`src/hw/rfdma_map.svh`:
```
// register map, field positions, reset values for the register file dma channel
`ifndef RFDMA_MAP_SVH
`define RFDMA_MAP_SVH

// register indices; byte address on the bus is four times the index
`define RFDMA_IDX_CTL        12'hfb0
`define RFDMA_IDX_PPTR       12'hfb1
`define RFDMA_IDX_HNIB       12'hfb2
`define RFDMA_IDX_START      12'hfb3
`define RFDMA_IDX_END        12'hfb4
`define RFDMA_IDX_IRQ_STS    12'hfb5
`define RFDMA_IDX_IRQ_CLR    12'hfb6
`define RFDMA_IDX_IRQ_EN     12'hfb7

// bus geometry
`define RFDMA_ADR_W          14
`define RFDMA_DAT_W          32

// channel_control fields
`define RFDMA_CTL_EN         7
`define RFDMA_CTL_LOOP       6
`define RFDMA_CTL_DIR        5
`define RFDMA_CTL_IE         4
`define RFDMA_CTL_WSEL       3
`define RFDMA_CTL_TRIG_HI    2
`define RFDMA_CTL_TRIG_LO    0

// address_high_nibbles fields
`define RFDMA_HNIB_END_HI    7
`define RFDMA_HNIB_END_LO    4
`define RFDMA_HNIB_START_HI  3
`define RFDMA_HNIB_START_LO  0

// interrupt status bits
`define RFDMA_IRQ_DONE       0

// trigger codes
`define RFDMA_TRIG_RSVD      3'h7
`define RFDMA_TRIG_NUM       7

// peripheral page and reset values
`define RFDMA_PERIPH_PAGE    4'hf
`define RFDMA_RST_BYTE       8'h00
`define RFDMA_RST_ADDR       12'h000

`endif

```
`src/hw/rfdma_pkg.sv`:
```
// types shared by the register file dma channel
package rfdma_pkg;

    typedef enum logic [1:0] {
        ST_IDLE,
        ST_READ,
        ST_WRITE
    } rfdma_state_t;

    typedef struct packed {
        logic [7:0]   ctl;
        logic [7:0]   pptr;
        logic [7:0]   hnib;
        logic [7:0]   start_lo;
        logic [11:0]  cur;
        logic [7:0]   end_lo;
        logic [7:0]   sts;
        logic [7:0]   ien;
        rfdma_state_t fsm;
        logic         second;
        logic [11:0]  maddr;
        logic [7:0]   mwdata;
        logic         mwe;
        logic         ack;
        logic [7:0]   rdat;
        logic         irq;
    } rfdma_regs_t;

    typedef struct packed {
        logic prev;
        logic pend;
    } rfdma_trig_t;

endpackage

```
`src/hw/rfdma_trig.sv`:
```
// trigger source select and pending request latch
`timescale 1ns/100ps
`default_nettype none
`include "rfdma_map.svh"

module rfdma_trig #(
    parameter int NUM_SRC = `RFDMA_TRIG_NUM
) (
    // clock and reset
    input  wire logic               clk,
    input  wire logic               rst,
    // request lines from peripherals
    input  wire logic [NUM_SRC-1:0] trig_in,
    // control
    input  wire logic [2:0]         sel,
    input  wire logic               enable,
    input  wire logic               take,
    // pending request
    output logic                    pending
);

    rfdma_pkg::rfdma_trig_t q;
    rfdma_pkg::rfdma_trig_t d;
    logic                   src;
    logic                   rise;

    always_comb begin
        d = q;
        if (sel == `RFDMA_TRIG_RSVD) begin
            src = 1'b0;
        end else begin
            src = trig_in[sel];
        end
        rise   = src & ~q.prev;
        d.prev = src;
        // only armed while enabled; new edge beats take
        d.pend = enable & (rise | (q.pend & ~take));
    end

    always_ff @(posedge clk or posedge rst) begin
        if (rst) begin
            q <= '0;
        end else begin
            q <= d;
        end
    end

    assign pending = q.pend;

endmodule
`default_nettype wire

```
`src/hw/rfdma_top.sv`:
```
// register file dma channel with wishbone register slave
//
// The Wishbone register port was left to the implementer.
`timescale 1ns/100ps
`default_nettype none
`include "rfdma_map.svh"

module rfdma_top #(
    parameter int NUM_SRC = `RFDMA_TRIG_NUM
) (
    // clock and reset
    input  wire logic                    CLK,
    input  wire logic                    RST,
    // wishbone slave
    input  wire logic                    WB_CYC_I,
    input  wire logic                    WB_STB_I,
    input  wire logic                    WB_WE_I,
    input  wire logic [`RFDMA_ADR_W-1:0] WB_ADR_I,
    input  wire logic [3:0]              WB_SEL_I,
    input  wire logic [`RFDMA_DAT_W-1:0] WB_DAT_I,
    output logic [`RFDMA_DAT_W-1:0]      WB_DAT_O,
    output logic                         WB_ACK_O,
    // peripheral transfer requests
    input  wire logic [NUM_SRC-1:0]      TRIG_REQ,
    // register file / peripheral byte port
    output logic                         MEM_REQ,
    output logic                         MEM_WE,
    output logic [11:0]                  MEM_ADDR,
    output logic [7:0]                   MEM_WDATA,
    input  wire logic [7:0]              MEM_RDATA,
    input  wire logic                    MEM_ACK,
    // interrupt
    output logic                         IRQ
);

    ////////////////////////////////////////////////////////////////////////////
    // helpers

    function automatic logic reg_hit(
        input logic [`RFDMA_ADR_W-1:0] adr,
        input logic [11:0]             idx
    );
        reg_hit = (adr[`RFDMA_ADR_W-1:2] == idx);
    endfunction

    // peripheral byte address on page F
    function automatic logic [11:0] periph_addr(
        input logic [7:0] ptr,
        input logic       second
    );
        logic [7:0] low;
        low         = ptr + {7'h00, second};
        periph_addr = {`RFDMA_PERIPH_PAGE, low};
    endfunction

    ////////////////////////////////////////////////////////////////////////////
    // state

    rfdma_pkg::rfdma_regs_t q;
    rfdma_pkg::rfdma_regs_t d;

    logic        pending;
    logic        take;
    logic        bus_req;
    logic        bus_wr;
    logic        dir_rev;
    logic        last_byte;
    logic        done_set;
    logic [7:0]  sts_clr;
    logic [7:0]  wbyte;
    logic [11:0] end_full;
    logic [11:0] start_full;
    logic [11:0] cur_next;

    ////////////////////////////////////////////////////////////////////////////
    // trigger selection

    rfdma_trig #(
        .NUM_SRC (NUM_SRC)
    ) u_trig (
        .clk     (CLK),
        .rst     (RST),
        .trig_in (TRIG_REQ),
        .sel     (q.ctl[`RFDMA_CTL_TRIG_HI:`RFDMA_CTL_TRIG_LO]),
        .enable  (q.ctl[`RFDMA_CTL_EN]),
        .take    (take),
        .pending (pending)
    );

    ////////////////////////////////////////////////////////////////////////////
    // next state

    always_comb begin
        d         = q;
        take      = 1'b0;
        done_set  = 1'b0;
        last_byte = 1'b0;
        sts_clr   = 8'h00;

        bus_req = WB_CYC_I & WB_STB_I;
        // writes land on the acknowledging edge only
        bus_wr  = bus_req & WB_WE_I & q.ack & WB_SEL_I[0];
        wbyte   = WB_DAT_I[7:0];
        dir_rev = q.ctl[`RFDMA_CTL_DIR];

        // end address from its low byte and its high nibble
        end_full   = {q.hnib[`RFDMA_HNIB_END_HI:`RFDMA_HNIB_END_LO], q.end_lo};
        // start address rebuilt from shared nibble and start low byte
        start_full = {q.hnib[`RFDMA_HNIB_START_HI:`RFDMA_HNIB_START_LO], q.start_lo};
        // current steps by one per byte moved
        cur_next   = q.cur + 12'h001;

        ////////////////////////////////////////////////////////////////////////
        // mover

        case (q.fsm)
            rfdma_pkg::ST_IDLE: begin
                d.mwe = 1'b0;
                // serve a request only while enabled
                if (q.ctl[`RFDMA_CTL_EN] && pending) begin
                    take     = 1'b1;
                    d.second = 1'b0;
                    d.fsm    = rfdma_pkg::ST_READ;
                    if (dir_rev) begin
                        d.maddr = periph_addr(q.pptr, 1'b0);
                    end else begin
                        d.maddr = q.cur;
                    end
                end
            end

            rfdma_pkg::ST_READ: begin
                if (MEM_ACK) begin
                    d.mwdata = MEM_RDATA;
                    d.mwe    = 1'b1;
                    d.fsm    = rfdma_pkg::ST_WRITE;
                    // write side is the opposite space
                    if (dir_rev) begin
                        d.maddr = q.cur;
                    end else begin
                        d.maddr = periph_addr(q.pptr, q.second);
                    end
                end
            end

            rfdma_pkg::ST_WRITE: begin
                if (MEM_ACK) begin
                    d.mwe = 1'b0;
                    d.cur = cur_next;
                    // completion when current equals end address
                    last_byte = (q.cur == end_full);
                    if (last_byte) begin
                        d.fsm = rfdma_pkg::ST_IDLE;
                        // event only with interrupt enable set
                        done_set = q.ctl[`RFDMA_CTL_IE];
                        if (q.ctl[`RFDMA_CTL_LOOP]) begin
                            d.cur = start_full;
                        end else begin
                            d.ctl[`RFDMA_CTL_EN] = 1'b0;
                        end
                    end else if (q.ctl[`RFDMA_CTL_WSEL] && !q.second) begin
                        // word mode fetches a second byte
                        d.second = 1'b1;
                        d.fsm    = rfdma_pkg::ST_READ;
                        if (dir_rev) begin
                            d.maddr = periph_addr(q.pptr, 1'b1);
                        end else begin
                            d.maddr = cur_next;
                        end
                    end else begin
                        d.fsm = rfdma_pkg::ST_IDLE;
                    end
                end
            end

            default: begin
                d.fsm = rfdma_pkg::ST_IDLE;
                d.mwe = 1'b0;
            end
        endcase

        ////////////////////////////////////////////////////////////////////////
        // register writes; software wins over the mover on the same cycle, except on the done status bit

        if (bus_wr) begin
            // all five channel registers are writable
            if (reg_hit(WB_ADR_I, `RFDMA_IDX_CTL)) begin
                d.ctl = wbyte;
            end
            if (reg_hit(WB_ADR_I, `RFDMA_IDX_PPTR)) begin
                d.pptr = wbyte;
            end
            if (reg_hit(WB_ADR_I, `RFDMA_IDX_HNIB)) begin
                d.hnib = wbyte;
                // start nibble also lands in current
                d.cur[11:8] = wbyte[`RFDMA_HNIB_START_HI:`RFDMA_HNIB_START_LO];
            end
            if (reg_hit(WB_ADR_I, `RFDMA_IDX_START)) begin
                // start low byte and current low byte share one write
                d.start_lo = wbyte;
                d.cur      = {q.hnib[`RFDMA_HNIB_START_HI:`RFDMA_HNIB_START_LO], wbyte};
            end
            if (reg_hit(WB_ADR_I, `RFDMA_IDX_END)) begin
                d.end_lo = wbyte;
            end
            if (reg_hit(WB_ADR_I, `RFDMA_IDX_IRQ_CLR)) begin
                sts_clr = wbyte;
            end
            if (reg_hit(WB_ADR_I, `RFDMA_IDX_IRQ_EN)) begin
                d.ien = wbyte;
            end
        end

        ////////////////////////////////////////////////////////////////////////
        // interrupt status: a fresh event beats a clear on the same cycle

        d.sts = q.sts & ~sts_clr;
        if (done_set) begin
            d.sts[`RFDMA_IRQ_DONE] = 1'b1;
        end
        d.irq = |(d.sts & d.ien);

        ////////////////////////////////////////////////////////////////////////
        // bus answer: ack one cycle after the request, dropped the next

        d.ack = bus_req & ~q.ack;
        if (bus_req && !q.ack) begin
            // all five channel registers are readable
            if (reg_hit(WB_ADR_I, `RFDMA_IDX_CTL)) begin
                d.rdat = q.ctl;
            end else if (reg_hit(WB_ADR_I, `RFDMA_IDX_PPTR)) begin
                d.rdat = q.pptr;
            end else if (reg_hit(WB_ADR_I, `RFDMA_IDX_HNIB)) begin
                d.rdat = q.hnib;
            end else if (reg_hit(WB_ADR_I, `RFDMA_IDX_START)) begin
                // reads show the running current address
                d.rdat = q.cur[7:0];
            end else if (reg_hit(WB_ADR_I, `RFDMA_IDX_END)) begin
                d.rdat = q.end_lo;
            end else if (reg_hit(WB_ADR_I, `RFDMA_IDX_IRQ_STS)) begin
                d.rdat = q.sts;
            end else if (reg_hit(WB_ADR_I, `RFDMA_IDX_IRQ_EN)) begin
                d.rdat = q.ien;
            end else begin
                // unmapped and write-only locations read zero
                d.rdat = 8'h00;
            end
        end
    end

    ////////////////////////////////////////////////////////////////////////////
    // registers

    always_ff @(posedge CLK or posedge RST) begin
        if (RST) begin
            q.ctl      <= `RFDMA_RST_BYTE;
            q.pptr     <= `RFDMA_RST_BYTE;
            q.hnib     <= `RFDMA_RST_BYTE;
            q.start_lo <= `RFDMA_RST_BYTE;
            q.cur      <= `RFDMA_RST_ADDR;
            q.end_lo   <= `RFDMA_RST_BYTE;
            q.sts      <= `RFDMA_RST_BYTE;
            q.ien      <= `RFDMA_RST_BYTE;
            q.fsm      <= rfdma_pkg::ST_IDLE;
            q.second   <= 1'b0;
            q.maddr    <= `RFDMA_RST_ADDR;
            q.mwdata   <= `RFDMA_RST_BYTE;
            q.mwe      <= 1'b0;
            q.ack      <= 1'b0;
            q.rdat     <= `RFDMA_RST_BYTE;
            q.irq      <= 1'b0;
        end else begin
            q <= d;
        end
    end

    ////////////////////////////////////////////////////////////////////////////
    // outputs

    assign WB_ACK_O  = q.ack;
    assign WB_DAT_O  = {24'h00_0000, q.rdat};
    // request held until the memory side acknowledges
    assign MEM_REQ   = (q.fsm == rfdma_pkg::ST_READ) || (q.fsm == rfdma_pkg::ST_WRITE);
    assign MEM_WE    = q.mwe;
    assign MEM_ADDR  = q.maddr;
    assign MEM_WDATA = q.mwdata;
    assign IRQ       = q.irq;

endmodule
`default_nettype wire

```
`config.mk`:
```
export PLATFORM = sky130hd
export DESIGN_NAME = rfdma_top
export DESIGN_NICKNAME = d
export VERILOG_FILES = /design/src/hw/rfdma_pkg.sv /design/src/hw/rfdma_trig.sv /design/src/hw/rfdma_top.sv
export VERILOG_INCLUDE_DIRS = /design/src /design/src/hw
export SDC_FILE = /design/constraint.sdc
export NUM_CORES = 1
export LEC_CHECK = 0
export ABC_AREA = 1
export BUFFER_PORTS_ARGS = -buffer_cell sky130_fd_sc_hd__buf_2
export CAP_MARGIN = 15
export CORE_ASPECT_RATIO = 1.1
export CORE_MARGIN = 2
export CORE_UTILIZATION = 30
export DETAILED_ROUTE_END_ITERATION = 6
export SYNTH_ARGS = -nofsm -noshare
export SYNTH_HDL_FRONTEND = slang
export SYNTH_SLANG_ARGS = --single-unit
```
`constraint.sdc`:
```
create_clock -name CLK -period 2.9 [get_ports CLK]
set_input_delay 0.145 -clock CLK [delete_from_list [all_inputs] [get_ports CLK]]
set_output_delay 0.145 -clock CLK [all_outputs]
set_load 0.02 [all_outputs]
```
; After elaboration in Yosys (flattened, before gate mapping)
; Cells that the tools add are included.
[word_totals]
input_bits = 71
ff_bits = 104
elab_cells = 126
[classes]
eq_ne = 17
n_addsub = 3
n_mux = 51
magnitude_cmp = 1
bitwise = 15
reduce_logical = 20
[op_table]
columns = op, n
row1 = two-way mux 8 bit, 15
row2 = == test 12 bit (second input constant), 8
row3 = two-way mux 12 bit, 7
row4 = two-way mux 52 bit, 1
row5 = case mux 12 bit (3 select lines), 1
row6 = two-way mux 15 bit, 2
row7 = two-way mux 13 bit, 2
row8 = two-way mux 21 bit, 1
row9 = two-way mux 20 bit, 1
row10 = AND 8 bit, 2
row11 = two-way mux 1 bit, 15
row12 = AND reduction 2 bit, 7
row13 = adder 12 x 1 -> 12 bit (second input constant), 1
row14 = == test 12 bit, 1
row15 = inequality test 2 bit (second input constant), 5
row16 = adder 8 x 1 -> 8 bit, 1
row17 = adder 8 x 1 -> 8 bit (second input constant), 1
row18 = AND 1 bit, 8
row19 = inverter 8 bit, 1
row20 = OR reduction 8 bit, 1
row21 = case mux 2 bit (3 select lines), 1
row22 = AND reduction 6 bit, 1
row23 = AND reduction 5 bit, 1
row24 = < comparator 3 x 4 -> 1 bit (second input constant), 1
row25 = 16 further kinds, 22

; Longest topological paths before layout
[depth]
ltp_word = 10
ltp_mapped = 15
mapped_depth_nobuf = 14

; By module
; A second synthesis with hierarchy kept.
[unflattened]
hier_cells = 911
area_unflattened_um2 = 6663.9
[by_module_without_submodules]
columns = mod, area_each_um2, cells_each, n_inst
row1 = rfdma_top, 6462.4, 880, 1
row2 = rfdma_trig, 201.4, 31, 1

; Worst setup path before layout
; Ideal clock, no wire load.
[synth_timing]
kind = reg-to-reg
startpoint = register q (netlist bit WB_ACK_O)
endpoint = register q (netlist bit IRQ)
arrival_ns = 1.556
stages_incl_launch_ff = 10
n_path_buf = 2
slack_ns = 1.218
path_cell_list = dfrtp_1 > nand3_1 > nor2_2 > buf_2 > buf_2 > nand3_1 > nand2_1 > inv_1 > a21oi_2 > nand3_1
[synth_rtl]
columns = item, line_no
row1 = from (decl), rfdma_top.sv:59  ; rfdma_pkg::rfdma_regs_t q;

==> metrics.csv <==
stage;metric;value;unit
finish;most-common-layout-cells;sky130_fd_sc_hd__nand2_1, sky130_fd_sc_hd__dfrtp_1, sky130_fd_sc_hd__o21ai_0;
synth;yosysSeqAreaShare;0.399;
pwr;total_leakage_power;3.58;nW
clock_network;clkSinkCount;104;
detailed_routing;drt_iter0_markers;409;
worst_setup_path;worst_setup_path_end_kind;flip-flop;
synth;synth_top_flop_cell;sky130_fd_sc_hd__dfrtp_1;
pwr;clock_group_share_of_total_power;0.253;
synth;netlist_top_cells_area;sky130_fd_sc_hd__dfrtp_1, sky130_fd_sc_hd__nand2_1, sky130_fd_sc_hd__o21ai_0;
worst_setup_path;crit_path_start_kind;flip-flop;
pwr;combPwrFrac;0.384;
pwr;power.total;5.20;mW
timing;finClkSkew;0.00921;ns
detailed_routing;met3WireLength;1030;microns
clock_network;post_cts.resized_instances;0;
global_route;grt_util_overall;0.170;
worst_hold_path;hold_path_startpoint;WB_DAT_I[4];
pwr;switching_pwr;2.12;mW
pwr;swShare;0.407;
detailed_routing;postRouteAntennaNets;0;
placement;placedCellCount;1202;
clock_network;clock_tree.htree_level_count;3;
worst_setup_path;crit_path_top_cell_by_count;sky130_fd_sc_hd__nand2_1;
detailed_routing;detail_route.first_pass.iterations;5;
synth;synthArstFlopShare;1.00;
worst_setup_path;worst_path_cell_chain;inv_1 > nand2_1 > nand2_1 > nor2_1 > nand2_1 > nor2_4 > nand3_4 > inv_2 > o21ai_0 > a21oi_1 > o21ai_0;
die;rows;56;
synth;synth-edff-count;0;
die;initial_utilization;0.305;
outcome;status;completed;
synth;yosys.area.top_type_share;0.399;
timing;report.final.slew_viol_count;0;
timing;tns;0;ns
die;die_w;145;microns
pwr;worst_ir_drop_vdd;0.000339;V
pwr;power.internal;3.08;mW
clock_network;cts_root_buffer_type;sky130_fd_sc_hd__clkbuf_16;
finish;antenna-diode-count;0;
detailed_routing;highest_signal_layer_in_the_routed_design;met4;
placement;portBuffers;73;
synth;syn-instance-count;883;
synth;synth_top_cell_by_area;sky130_fd_sc_hd__dfrtp_1;
worst_setup_path;worst-path-max-fanout;14;
worst_setup_path;critPathKind;reg -> reg;
finish;layout_cell_share_with_drive_strength_beyond_1;0.160;
synth;synth.ff_latch_count;104;
placement;place_hpwl;14300;microns
clock_network;clock_latency;0.36;ns
synth;synthesis.yosys.warnings;0;
worst_setup_path;worst_reg_to_reg_cells;11;
global_route;grt_first_pass_wirelength;29500;microns
finish;num-nets-final;1011;
finish;finalCoreUtilization;0.343;
timing;slew-limit-headroom;0.458;
timing;timing.final.hold_violations;0;
synth;area_of_the_mapped_netlist;6530;sq um
clock_network;post_cts.repair.setup_buffers;0;
flow_run;cap_viol_max_count;0;
die;die_h;159;microns
global_route;number_of_global_route_vias_before_repair;5351;
die;boundaryPins;127;
timing;timing.fmax;475;MHz
timing;tightestPinTransition;0.814;ns
worst_setup_path;critical_path_arrival;2.35;ns
timing;report.final.setup_viol;0;
detailed_routing;avgViaCountPerCell;4.73;
timing;share_of_the_clock_period_used_by_the_worst_path;0.726;
clock_network;tritoncts.num_buffers;9;
die;placeable_core_region;21400;sq um
worst_setup_path;setup.worst_path.start;q[62]$_DFF_PP0_;
worst_hold_path;min-delay-path-class;in -> reg;
detailed_routing;route.met2.wl;8630;microns
finish;layoutNonFillerInstCount;1226;
detailed_routing;detail_route.drc_violations;0;
worst_setup_path;timing.rr.start;q[62]$_DFF_PP0_;
detailed_routing;detailroute.via_count;5794;
timing;period_needed;2.10;ns
clock_network;cts_tree;done;
detailed_routing;drt-total-wl;18800;microns
die;design.die.area;22900;sq um
clock_network;cts-root-to-sink-buffers;2;
global_route;grt_start_max_net_pins;63;
global_route;antenna_violations_before_repair;0;
synth;synth.lib_cells_used.distinct;47;
clock_network;worst_setup_hold_path_clk_slew;0.07;ns
worst_hold_path;min_delay_path_depth;2;
synth;postSynthAreaPerCell;7.39;sq um
pwr;pwr_density_cell;709;nW/um^2
detailed_routing;wl_met1;8670;microns
worst_setup_path;worst-endpoint-required;3.15;ns
global_route;globalRoute.totalOverflow;0;
finish;most_common_cell_after_layout_fill_and_taps_aside;sky130_fd_sc_hd__nand2_1;
worst_setup_path;cp_slowest_stage_delay;0.55;ns
finish;flow.area_growth_from_synthesis;12.4;%
worst_setup_path;slowest_stage;sky130_fd_sc_hd__dfrtp_1;
timing;rsz0062_at_grt;false;
placement;gpl.final_weighted_congestion;0.871;
detailed_routing;post_drt_wl_per_cell;15.3;microns
pwr;power.share.sequential;0.363;
critical path, delay by kind of cell (launching register included):
family,cells,cell delay (ns)
AO/OA/AOI/OAI,3,0.29
AND/OR/NAND/NOR,6,0.72
flip-flops,1,0.55
buffers and inverters,2,0.42
registers in the layout, indices dropped and copies added, names as in the netlist, 8 cells and up:
name and cells:
MEM_ADDR 12, MEM_WDATA 8, WB_DAT_O 8, end_full 12, q 58
per-layer routing:
layer / vias to the layer above / GRT usage
li1: 2895 / -
met1: 2695 / 0.230
met2: 173 / 0.268
met3: 31 / 0.0406
met4: 0 / 0.0536
met5: - / 0
power by group through the flow:
stage | sequential [mW] | combinational [mW] | clock (mW)
after global routing | 1.92 | 2.23 | 1.40
after CTS | 1.89 | 2.00 | 1.35
after floorplan | 1.80 | 1.59 | 0
final | 1.89 | 2.00 | 1.32
after detailed placement | 1.91 | 1.99 | 0
after global placement | 1.91 | 1.96 | 0
through the flow:
| stage | instance area [sq um] | hold slack [ns] | setup slack [ns] |
|---|---|---|---|
| floorplan | 6610 | 0.255 | 0.0228 |
| global placement | 6940 | 0.340 | 0.863 |
| detailed placement | 6940 | 0.344 | 0.849 |
| CTS | 7340 | 0.0350 | 0.825 |
| global route | 7340 | 0.0569 | 0.602 |
| finish | 7340 | 0.0469 | 0.796 |
final timing paths:
kind | end | slack, ns
max | q[59]$_DFF_PP0_ | 0.80
min | q[46]$_DFF_PP0_ | 0.05
max reg2reg | q[59]$_DFF_PP0_ | 0.80
min reg2reg | MEM_ADDR[3]$_DFFE_PP0P_ | 0.47
max in group asynchronous | q[42]$_DFF_PP0_ | 1.68
min in group asynchronous | MEM_ADDR[7]$_DFFE_PP0P_ | 0.51
what timing repair did:
| item | CTS | global route |
|---|---|---|
| hold buffers | 9 | 0 |
| hold endpoints to repair | 63 | 0 |
| setup endpoints to repair | 0 | 0 |
final cells by class:
cell class / instances / area [sq um]
Inverter: 83 / 314
Multi-Input combinational cell: 636 / 3160
Fill cell: 2302 / 14000
Clock inverter: 5 / 81.3
Clock buffer: 10 / 229
Timing Repair Buffer: 98 / 588
Tap cell: 290 / 363
Sequential cell: 104 / 2600
synthesized netlist by cell type, drive strengths merged, types with 3 or more instances:
cell	number
nand3	47
nor2	59
xnor2	4
o21ai	104
clkbuf	14
nand4	8
o31ai	3
o211ai	8
o2111ai	4
ha	8
a21oi	54
nor3	9
buf	69
dfrtp	104
xor2	14
nand2	264
o22ai	7
a31oi	9
inv	82
logic make-up after synthesis:
logic type               Yosys count  synth area share
AND/OR/NAND/NOR                  390             0.263
AO/OA/AOI/OAI                    196             0.167
buffers and inverters            166             0.130
flip-flops                       104             0.399
XOR/XNOR                          18            0.0242
adder cells (fa/ha/maj)            8            0.0153
other                              1          0.000575
No activity file was read; power rests on OpenSTA's default activity.
